### src/include/sha1de_defines.svh
// constants for the sha-1 digest engine and its message source
`ifndef SHA1DE_DEFINES_SVH
`define SHA1DE_DEFINES_SVH

// ****************************************
// block geometry and round counts
// ****************************************
`define SHA1DE_WORD_W 32
`define SHA1DE_SLOT_LAST 7'h0f
`define SHA1DE_LEN_HI_SLOT 4'he
`define SHA1DE_LEN_LO_SLOT 4'hf
`define SHA1DE_ROUND_LAST 7'h4f
`define SHA1DE_ROUND_STAGE1 7'h14
`define SHA1DE_ROUND_STAGE2 7'h28
`define SHA1DE_ROUND_STAGE3 7'h3c
`define SHA1DE_FULL_BYTES 2'h3
`define SHA1DE_WORD_BITS 64'h0000000000000020

// ****************************************
// reset values and pad words
// ****************************************
`define SHA1DE_DIGEST_RST 32'h00000000
`define SHA1DE_ZERO_WORD 32'h00000000
`define SHA1DE_PAD_WORD 32'h80000000

// ****************************************
// initial chaining values and round constants
// ****************************************
`define SHA1DE_IV0 32'h67452301
`define SHA1DE_IV1 32'hefcdab89
`define SHA1DE_IV2 32'h98badcfe
`define SHA1DE_IV3 32'h10325476
`define SHA1DE_IV4 32'hc3d2e1f0
`define SHA1DE_K0 32'h5a827999
`define SHA1DE_K1 32'h6ed9eba1
`define SHA1DE_K2 32'h8f1bbcdc
`define SHA1DE_K3 32'hca62c1d6

`endif

### src/include/sha1de_pkg.sv
// types shared by both ends of the sha-1 digest link
package sha1de_pkg;

  typedef logic [31:0] sha1de_word_t;
  typedef logic [4:0][31:0] sha1de_digest_t;

  typedef enum logic [2:0] {
    SHA1DE_IDLE,
    SHA1DE_INPUT,
    SHA1DE_PAD,
    SHA1DE_COMPRESS,
    SHA1DE_ADD,
    SHA1DE_FINISH,
    SHA1DE_DONE
  } sha1de_state_t;

endpackage : sha1de_pkg

### src/include/sha1de_if.sv
// link between the message source and the sha-1 digest engine
`timescale 1ns/1ps
interface sha1de_if;
  import sha1de_pkg::*;

  logic en;
  logic start;
  sha1de_word_t din;
  logic ack;
  logic last;
  logic [1:0] bytes;
  logic req;
  logic ready;
  sha1de_word_t digest_word_a;
  sha1de_word_t digest_word_b;
  sha1de_word_t digest_word_c;
  sha1de_word_t digest_word_d;
  sha1de_word_t digest_word_e;

  modport dev (
    input en, start, din, ack, last, bytes,
    output req, ready, digest_word_a, digest_word_b, digest_word_c, digest_word_d,
    digest_word_e
  );

  modport src (
    output en, start, din, ack, last, bytes,
    input req, ready, digest_word_a, digest_word_b, digest_word_c, digest_word_d,
    digest_word_e
  );

endinterface : sha1de_if

### src/sha1de_engine.sv
// sha-1 digest engine: word intake, padding, 80-round compression, digest output
// Overview of operation
// - reset acts asynchronously on low async_clear_n
// - reset clears req, ready and digest words
// - enable low freezes every register and input
// - start pulse reinitialises running digest and length count
// - req high only when a word fits
// - word taken on edge with req and ack
// - ack low with req high stalls engine
// - ack ignored while req is low
// - req drops after sixteen words for compression
// - req returns 65 cycles after block end
// - 512-bit blocks, 160-bit digest of five words
// - block result added word-wise into running digest
// - last flag marks the final message word
// - bytes code is valid bytes minus one, from top
// - any byte length, bytes used on last only
// - at least one pad byte, zero fill
// - engine appends two 32-bit bit-length words
// - padding after last word takes one cycle per slot left in the block
// - ready with digest 66 clocks after padding
// - ready holds until start or reset, digest until the next result or reset
`timescale 1ns/1ps
`include "sha1de_defines.svh"
module sha1de_engine
  import sha1de_pkg::*;
(
  // clock and reset
  input wire logic core_clk,
  input wire logic async_clear_n,
  // link to the message source
  sha1de_if.dev lnk
);

  // ****************************************
  // helper functions
  // ****************************************
  // final word masked to its valid bytes with the 0x80 pad byte behind them unless all four bytes are valid
  function automatic sha1de_word_t last_word(input sha1de_word_t d, input logic [1:0] n);
    sha1de_word_t r;
    r = d;
    unique case (n)
      2'h0: r = {d[31:24], 24'h800000};
      2'h1: r = {d[31:16], 16'h8000};
      2'h2: r = {d[31:8], 8'h80};
      2'h3: r = d;
    endcase
    return r;
  endfunction : last_word

  function automatic sha1de_word_t round_f(input logic [6:0] t, input sha1de_word_t b,
                                           input sha1de_word_t c, input sha1de_word_t d);
    sha1de_word_t r;
    if (t < `SHA1DE_ROUND_STAGE1)
      r = (b & c) | (~b & d);
    else if (t < `SHA1DE_ROUND_STAGE2 || t >= `SHA1DE_ROUND_STAGE3)
      r = b ^ c ^ d;
    else
      r = (b & c) | (b & d) | (c & d);
    return r;
  endfunction : round_f

  function automatic sha1de_word_t round_k(input logic [6:0] t);
    sha1de_word_t r;
    if (t < `SHA1DE_ROUND_STAGE1)
      r = `SHA1DE_K0;
    else if (t < `SHA1DE_ROUND_STAGE2)
      r = `SHA1DE_K1;
    else if (t < `SHA1DE_ROUND_STAGE3)
      r = `SHA1DE_K2;
    else
      r = `SHA1DE_K3;
    return r;
  endfunction : round_k

  // ****************************************
  // state
  // ****************************************
  sha1de_state_t state_reg;
  sha1de_state_t state_next;
  logic [6:0] rnd_reg;
  logic [6:0] rnd_next;
  logic [63:0] bitlen_reg;
  logic [63:0] bitlen_next;
  logic final_reg;
  logic final_next;
  logic pad_done_reg;
  logic pad_done_next;
  logic len_mode_reg;
  logic len_mode_next;
  logic req_reg;
  logic ready_reg;
  logic ready_next;
  sha1de_digest_t h_reg;
  sha1de_digest_t h_next;
  sha1de_digest_t v_reg;
  sha1de_digest_t v_next;
  sha1de_digest_t dig_reg;
  sha1de_digest_t dig_next;
  sha1de_word_t w_mem [16];

  // ****************************************
  // decode
  // ****************************************
  wire in_state = (state_reg == SHA1DE_INPUT);
  wire pad_state = (state_reg == SHA1DE_PAD);
  wire comp_state = (state_reg == SHA1DE_COMPRESS);
  wire take = in_state & req_reg & lnk.ack;
  wire take_last = take & lnk.last;
  wire round_go = take | pad_state | comp_state;
  wire slot_end = (rnd_reg == `SHA1DE_SLOT_LAST);
  wire round_end = (rnd_reg == `SHA1DE_ROUND_LAST);
  wire [3:0] slot = rnd_reg[3:0];

  // pad byte first, zeros, then length high and low in the last two slots
  wire len_hi_now = pad_done_reg & (slot == `SHA1DE_LEN_HI_SLOT);
  wire len_lo_now = len_mode_reg & (slot == `SHA1DE_LEN_LO_SLOT);
  wire sha1de_word_t pad_word = !pad_done_reg ? `SHA1DE_PAD_WORD :
                                len_hi_now ? bitlen_reg[63:32] :
                                len_lo_now ? bitlen_reg[31:0] :
                                `SHA1DE_ZERO_WORD;
  // bytes is only looked at on the final word
  wire sha1de_word_t in_word = lnk.last ? last_word(lnk.din, lnk.bytes) : lnk.din;
  wire sha1de_word_t sched_word = w_mem[slot + 4'hd] ^ w_mem[slot + 4'h8] ^
                                  w_mem[slot + 4'h2] ^ w_mem[slot];
  wire sha1de_word_t w_cur = comp_state ? {sched_word[30:0], sched_word[31]} :
                             pad_state ? pad_word : in_word;
  // widened before the add, so a full last word counts four bytes, not zero
  wire [63:0] add_bits = lnk.last ? {58'h0, {1'b0, lnk.bytes} + 3'h1, 3'h0} : `SHA1DE_WORD_BITS;

  // one round per accepted word, so only 64 rounds remain after a block
  wire sha1de_word_t temp = {v_reg[0][26:0], v_reg[0][31:27]} +
                            round_f(rnd_reg, v_reg[1], v_reg[2], v_reg[3]) +
                            v_reg[4] + round_k(rnd_reg) + w_cur;

  // ****************************************
  // next-state logic
  // ****************************************
  always_comb
  begin
    state_next = state_reg;
    rnd_next = rnd_reg;
    bitlen_next = bitlen_reg;
    final_next = final_reg;
    pad_done_next = pad_done_reg;
    len_mode_next = len_mode_reg;
    ready_next = ready_reg;
    h_next = h_reg;
    v_next = v_reg;
    dig_next = dig_reg;
    if (lnk.start)
    begin
      state_next = SHA1DE_INPUT;
      rnd_next = 7'h00;
      bitlen_next = 64'h0;
      final_next = 1'b0;
      pad_done_next = 1'b0;
      len_mode_next = 1'b0;
      ready_next = 1'b0;
      h_next = {`SHA1DE_IV4, `SHA1DE_IV3, `SHA1DE_IV2, `SHA1DE_IV1, `SHA1DE_IV0};
      v_next = h_next;
    end
    else
    begin
      if (round_go)
      begin
        v_next = {v_reg[3], v_reg[2], {v_reg[1][1:0], v_reg[1][31:2]}, v_reg[0], temp};
        rnd_next = round_end ? 7'h00 : rnd_reg + 7'h01;
      end
      if (take)
      begin
        bitlen_next = bitlen_reg + add_bits;
        final_next = lnk.last;
        pad_done_next = take_last & (lnk.bytes != `SHA1DE_FULL_BYTES);
      end
      if (pad_state)
      begin
        pad_done_next = 1'b1;
        len_mode_next = len_mode_reg | len_hi_now;
      end
      unique case (state_reg)
        SHA1DE_IDLE, SHA1DE_DONE:
          state_next = state_reg;
        SHA1DE_INPUT:
          if (take & slot_end)
            state_next = SHA1DE_COMPRESS;
          else if (take_last)
            state_next = SHA1DE_PAD;
        SHA1DE_PAD:
          if (slot_end)
            state_next = SHA1DE_COMPRESS;
        SHA1DE_COMPRESS:
          if (round_end)
            state_next = SHA1DE_ADD;
        SHA1DE_ADD:
        begin
          for (int i = 0; i < 5; i++)
            h_next[i] = h_reg[i] + v_reg[i];
          v_next = h_next;
          // length not yet placed means one more all-pad block
          state_next = !final_reg ? SHA1DE_INPUT :
                       len_mode_reg ? SHA1DE_FINISH : SHA1DE_PAD;
        end
        SHA1DE_FINISH:
        begin
          dig_next = h_reg;
          ready_next = 1'b1;
          state_next = SHA1DE_DONE;
        end
      endcase
    end
  end

  // ****************************************
  // registers
  // ****************************************
  // enable low freezes everything, including the round pipeline
  always_ff @(posedge core_clk or negedge async_clear_n)
  begin
    if (!async_clear_n)
    begin
      state_reg <= SHA1DE_IDLE;
      rnd_reg <= 7'h00;
      bitlen_reg <= 64'h0;
      final_reg <= 1'b0;
      pad_done_reg <= 1'b0;
      len_mode_reg <= 1'b0;
      req_reg <= 1'b0;
      ready_reg <= 1'b0;
      h_reg <= '0;
      v_reg <= '0;
      dig_reg <= {5{`SHA1DE_DIGEST_RST}};
    end
    else if (lnk.en)
    begin
      state_reg <= state_next;
      rnd_reg <= rnd_next;
      bitlen_reg <= bitlen_next;
      final_reg <= final_next;
      pad_done_reg <= pad_done_next;
      len_mode_reg <= len_mode_next;
      req_reg <= (state_next == SHA1DE_INPUT);
      ready_reg <= ready_next;
      h_reg <= h_next;
      v_reg <= v_next;
      dig_reg <= dig_next;
    end
  end

  // schedule memory holds no control state, so it needs no reset
  always_ff @(posedge core_clk)
  begin
    if (lnk.en && round_go && !lnk.start)
      w_mem[slot] <= w_cur;
  end

  // ****************************************
  // outputs
  // ****************************************
  assign lnk.req = req_reg;
  assign lnk.ready = ready_reg;
  assign lnk.digest_word_a = dig_reg[0];
  assign lnk.digest_word_b = dig_reg[1];
  assign lnk.digest_word_c = dig_reg[2];
  assign lnk.digest_word_d = dig_reg[3];
  assign lnk.digest_word_e = dig_reg[4];

endmodule : sha1de_engine

### src/flat_wrapper.sv
// flat-port wrapper written by rule: the top's interface ports become plain ports
module sha1de_engine_flat import sha1de_pkg::*;
  (core_clk, async_clear_n, lnk_en, lnk_start, lnk_din, lnk_ack, lnk_last, lnk_bytes, lnk_req, lnk_ready, lnk_digest_word_a, lnk_digest_word_b, lnk_digest_word_c, lnk_digest_word_d, lnk_digest_word_e);
  sha1de_if lnk_i ();
  input wire logic core_clk;
  input wire logic async_clear_n;
  input wire logic [$bits(lnk_i.en)-1:0] lnk_en;
  input wire logic [$bits(lnk_i.start)-1:0] lnk_start;
  input wire logic [$bits(lnk_i.din)-1:0] lnk_din;
  input wire logic [$bits(lnk_i.ack)-1:0] lnk_ack;
  input wire logic [$bits(lnk_i.last)-1:0] lnk_last;
  input wire logic [$bits(lnk_i.bytes)-1:0] lnk_bytes;
  output wire logic [$bits(lnk_i.req)-1:0] lnk_req;
  output wire logic [$bits(lnk_i.ready)-1:0] lnk_ready;
  output wire logic [$bits(lnk_i.digest_word_a)-1:0] lnk_digest_word_a;
  output wire logic [$bits(lnk_i.digest_word_b)-1:0] lnk_digest_word_b;
  output wire logic [$bits(lnk_i.digest_word_c)-1:0] lnk_digest_word_c;
  output wire logic [$bits(lnk_i.digest_word_d)-1:0] lnk_digest_word_d;
  output wire logic [$bits(lnk_i.digest_word_e)-1:0] lnk_digest_word_e;
  assign lnk_i.en = lnk_en;
  assign lnk_i.start = lnk_start;
  assign lnk_i.din = lnk_din;
  assign lnk_i.ack = lnk_ack;
  assign lnk_i.last = lnk_last;
  assign lnk_i.bytes = lnk_bytes;
  assign lnk_req = lnk_i.req;
  assign lnk_ready = lnk_i.ready;
  assign lnk_digest_word_a = lnk_i.digest_word_a;
  assign lnk_digest_word_b = lnk_i.digest_word_b;
  assign lnk_digest_word_c = lnk_i.digest_word_c;
  assign lnk_digest_word_d = lnk_i.digest_word_d;
  assign lnk_digest_word_e = lnk_i.digest_word_e;
  sha1de_engine u_core (.core_clk(core_clk), .async_clear_n(async_clear_n), .lnk(lnk_i));
endmodule
### config.mk
export PLATFORM = sky130hd
export DESIGN_NAME = sha1de_engine_flat
export DESIGN_NICKNAME = d
export VERILOG_FILES = /design/src/include/sha1de_pkg.sv /design/src/include/sha1de_if.sv /design/src/sha1de_engine.sv /design/src/flat_wrapper.sv
export VERILOG_INCLUDE_DIRS = /design/src /design/src/include
export SDC_FILE = /design/constraint.sdc
export NUM_CORES = 2
export LEC_CHECK = 0
export ABC_AREA = 1
export CORE_UTILIZATION = 56
export CTS_BUF_LIST = sky130_fd_sc_hd__clkbuf_2
export CTS_CLUSTER_SIZE = 24
export DETAILED_ROUTE_END_ITERATION = 8
export DONT_BUFFER_PORTS = 1
export PLACE_DENSITY = 0.74
export SLEW_MARGIN = 25
export SYNTH_ARGS = -nofsm -noshare
export SYNTH_HDL_FRONTEND = slang
export SYNTH_SLANG_ARGS = --single-unit
export TNS_END_PERCENT = 50
### constraint.sdc
create_clock -name core_clk -period 9.15 [get_ports core_clk]
set_clock_uncertainty 0.15 [all_clocks]
set_input_delay 2.745 -clock core_clk [delete_from_list [all_inputs] [get_ports core_clk]]
set_output_delay 2.745 -clock core_clk [all_outputs]
set_load 0.01 [all_outputs]
==> qor.yml <==
yosysMostFrequentCell: "nand2_1"
p_leak_nw: 30.4
start_util: 0.566
cp_slowest_cell: "dfrtp_4"
status: "finished clean"
fin_setup_tns_ns: 0
stdcell_area_sq_um: 71300
critical_path.max_stage_delay_ns: 1.00
finalCritPeriodShare: 0.900
clock_path_buffers: 4
fill_cells: 10800
drcViolationCount: 0
period_needed_ns: 8.23
grt_max_degree: 557
final_nets: 8604
synth_top_area_frac: 0.229
wl_per_cell_um: 25.4
place.gp.congestion: 1.03
fp-row-count: 126
dieArea_sq_um: 121000
cts-root-buf: "clkbuf_2"
postLayoutCoreUtil: 0.601
coreArea_sq_um: 119000
dr.pass1.iters: 9
h-tree-depth: 5
endpoint_kind: "register"
vias: 62700
slew_violations: 0
yosys_register_bits: 1068
io_pins: 202
overflow: 0
cp.required_ns: 10.61
power_density_nw_per_um2: 380
ys.flop_type: "dfrtp_1"
hold_ws_ns: 0.345
portBuffers: 0
ys_warn_count: 0
cp_num_buf_inv: 5
syn_area_sq_um: 67200
cts_tree: "done"
clock-sinks: 1068
ys_types: 69
ys_top_cells_by_area: "edfxtp_1 23%, dfrtp_1 21%, o21ai_0 9.0%"
r2r_slack_ns: 0.92
fp.dieW_um: 348
ir_worst_vdd_v: 0.000387
ys_seq_area_frac: 0.436
yosys-top-cells-count: "1540 x nand2_1, 1210 x o21ai_0, 831 x inv_1, 793 x a21oi_1, 632 x nor2_1"
grt_pass1_vias: 59200
worst_slew_pin_slew_ns: 1.26
netlist_instances: 8227
hold_path_class: "reg -> reg"
cts_made_buffers: 304
clk_latency_ns: 1.80
post_cts_buffers: 0
ant_nets: 0
antenna_found_initial: 17
finalSetupViolCount: 0
relSlewSlack: 0.162
largest_reg_flops: 512
ctsResizeCount: 0
synth_edf_count: 512
grt_pass1_wl_um: 373000
syn_avg_cell_area_sq_um: 8.16
die_h_um: 348
cp_top_family: "adder cells"
yosys.area.top_type: "edfxtp_1"
postSynth.asyncResetShare: 0.521
fmax_ghz: 0.121
worst-endpoint-arrival_ns: 9.70
start_kind: "register"
finalPower_mw: 27.1
area_growth_pct: 6.13
critPathMaxFanout: 69
via_per_inst: 6.23
path_clk_slew_ns: 0.10
hpwl_um: 175000
cts_hold_buf: 0
drv_cap: 0
rsz0062_at_grt: "false"
hold_viol: 0
place_area_sq_um: 68500
drt-initial-drc-count: 7750
grt_usage: 0.415
path_common_cell: "nand2_1"
drive_gt1_frac: 0.0860
routed_wl_um: 255000
synth.net_count: 8598
crit_type: "reg -> reg"
[layout by cell type (no fill, tap or decap), types with 20 or more instances in the layout]
master / instances
nand2_1: 1536
o21ai_0: 1208
inv_1: 826
a21oi_1: 792
nor2_1: 615
dfrtp_1: 552
edfxtp_1: 512
clkbuf_2: 426
nand3_1: 324
ha_1: 203
buf_4: 127
fa_1: 126
o211ai_1: 117
xor2_1: 99
o21ai_1: 97
o22ai_1: 76
o221ai_1: 75
clkinv_1: 72
nor3_1: 72
xnor2_1: 69
a31oi_1: 46
nand4_1: 40
a211oi_1: 33
a21o_1: 33
mux2i_1: 26
o21bai_1: 25
mux2_2: 25
nor2_4: 24
inv_2: 20
a22oi_1: 20
a221oi_1: 20
nor4_1: 20
[cells by family (layout without fill, tap and decap cells)]
family	after synthesis	in the layout	share of synthesized area
and+or+nand+nor	2706	2706	0.166
AOI/OAI and AO/OA	2612	2612	0.215
adders and majority gates	331	331	0.0757
xor gates and xnor gates	170	170	0.0223
other	0	11	0
DFF	1068	1068	0.436
muxes	51	51	0.00807
buffers and inverters	1289	1508	0.0772
[metrics by stage]
stage | instances | setup WS (ns)
6_report | 10100 | 0.919
5_1_grt | 10100 | 0.629
4_1_cts | 10000 | 1.28
3_5_place_dp | 9524 | 0.648
3_3_place_gp | 9524 | 0.685
2_1_floorplan | 8227 | 1.47
[metal layers]
metal  part of all wire  global-route usage
met5            0.00021                   0
met4              0.081               0.301
met3               0.11              0.0975
met2               0.44               0.636
met1               0.37               0.517
[where the power goes]
part | internal (mW) | leakage [nW] | switching [mW]
sequential | 6.09 | 11.5 | 1.63
clock | 1.39 | 2.03 | 2.16
combinational | 5.27 | 16.9 | 10.6
[worst paths after layout]
| kind | start | to | depth (start not counted) |
|---|---|---|---|
| max in group asynchronous | async_clear_n | u_core.lnk.digest_word_d[9] | 2 |
| hold / removal | u_core.bitlen_reg[53] | u_core.bitlen_reg[53] | 1 |
| setup / recovery | u_core.rnd_reg[1] | u_core.v_reg[22] | 27 |
| hold reg to reg | u_core.bitlen_reg[53] | u_core.bitlen_reg[53] | 1 |
| setup reg to reg | u_core.rnd_reg[1] | u_core.v_reg[22] | 27 |
| min in group asynchronous | async_clear_n | u_core.bitlen_reg[32] | 0 |
[area by class of cell]
type	count	area, sq um	area share
sequential	1068	29300	0.411
inverter	851	3210	0.0451
clock inverter	93	505	0.00709
multi-input combinational	5870	32900	0.462
clock buffer	426	2130	0.0299
timing repair buffer	138	1190	0.0167
tap	1600	2000	0.0281
antenna	11	27.5	0.000386
(Power assumes the default switching activity.)
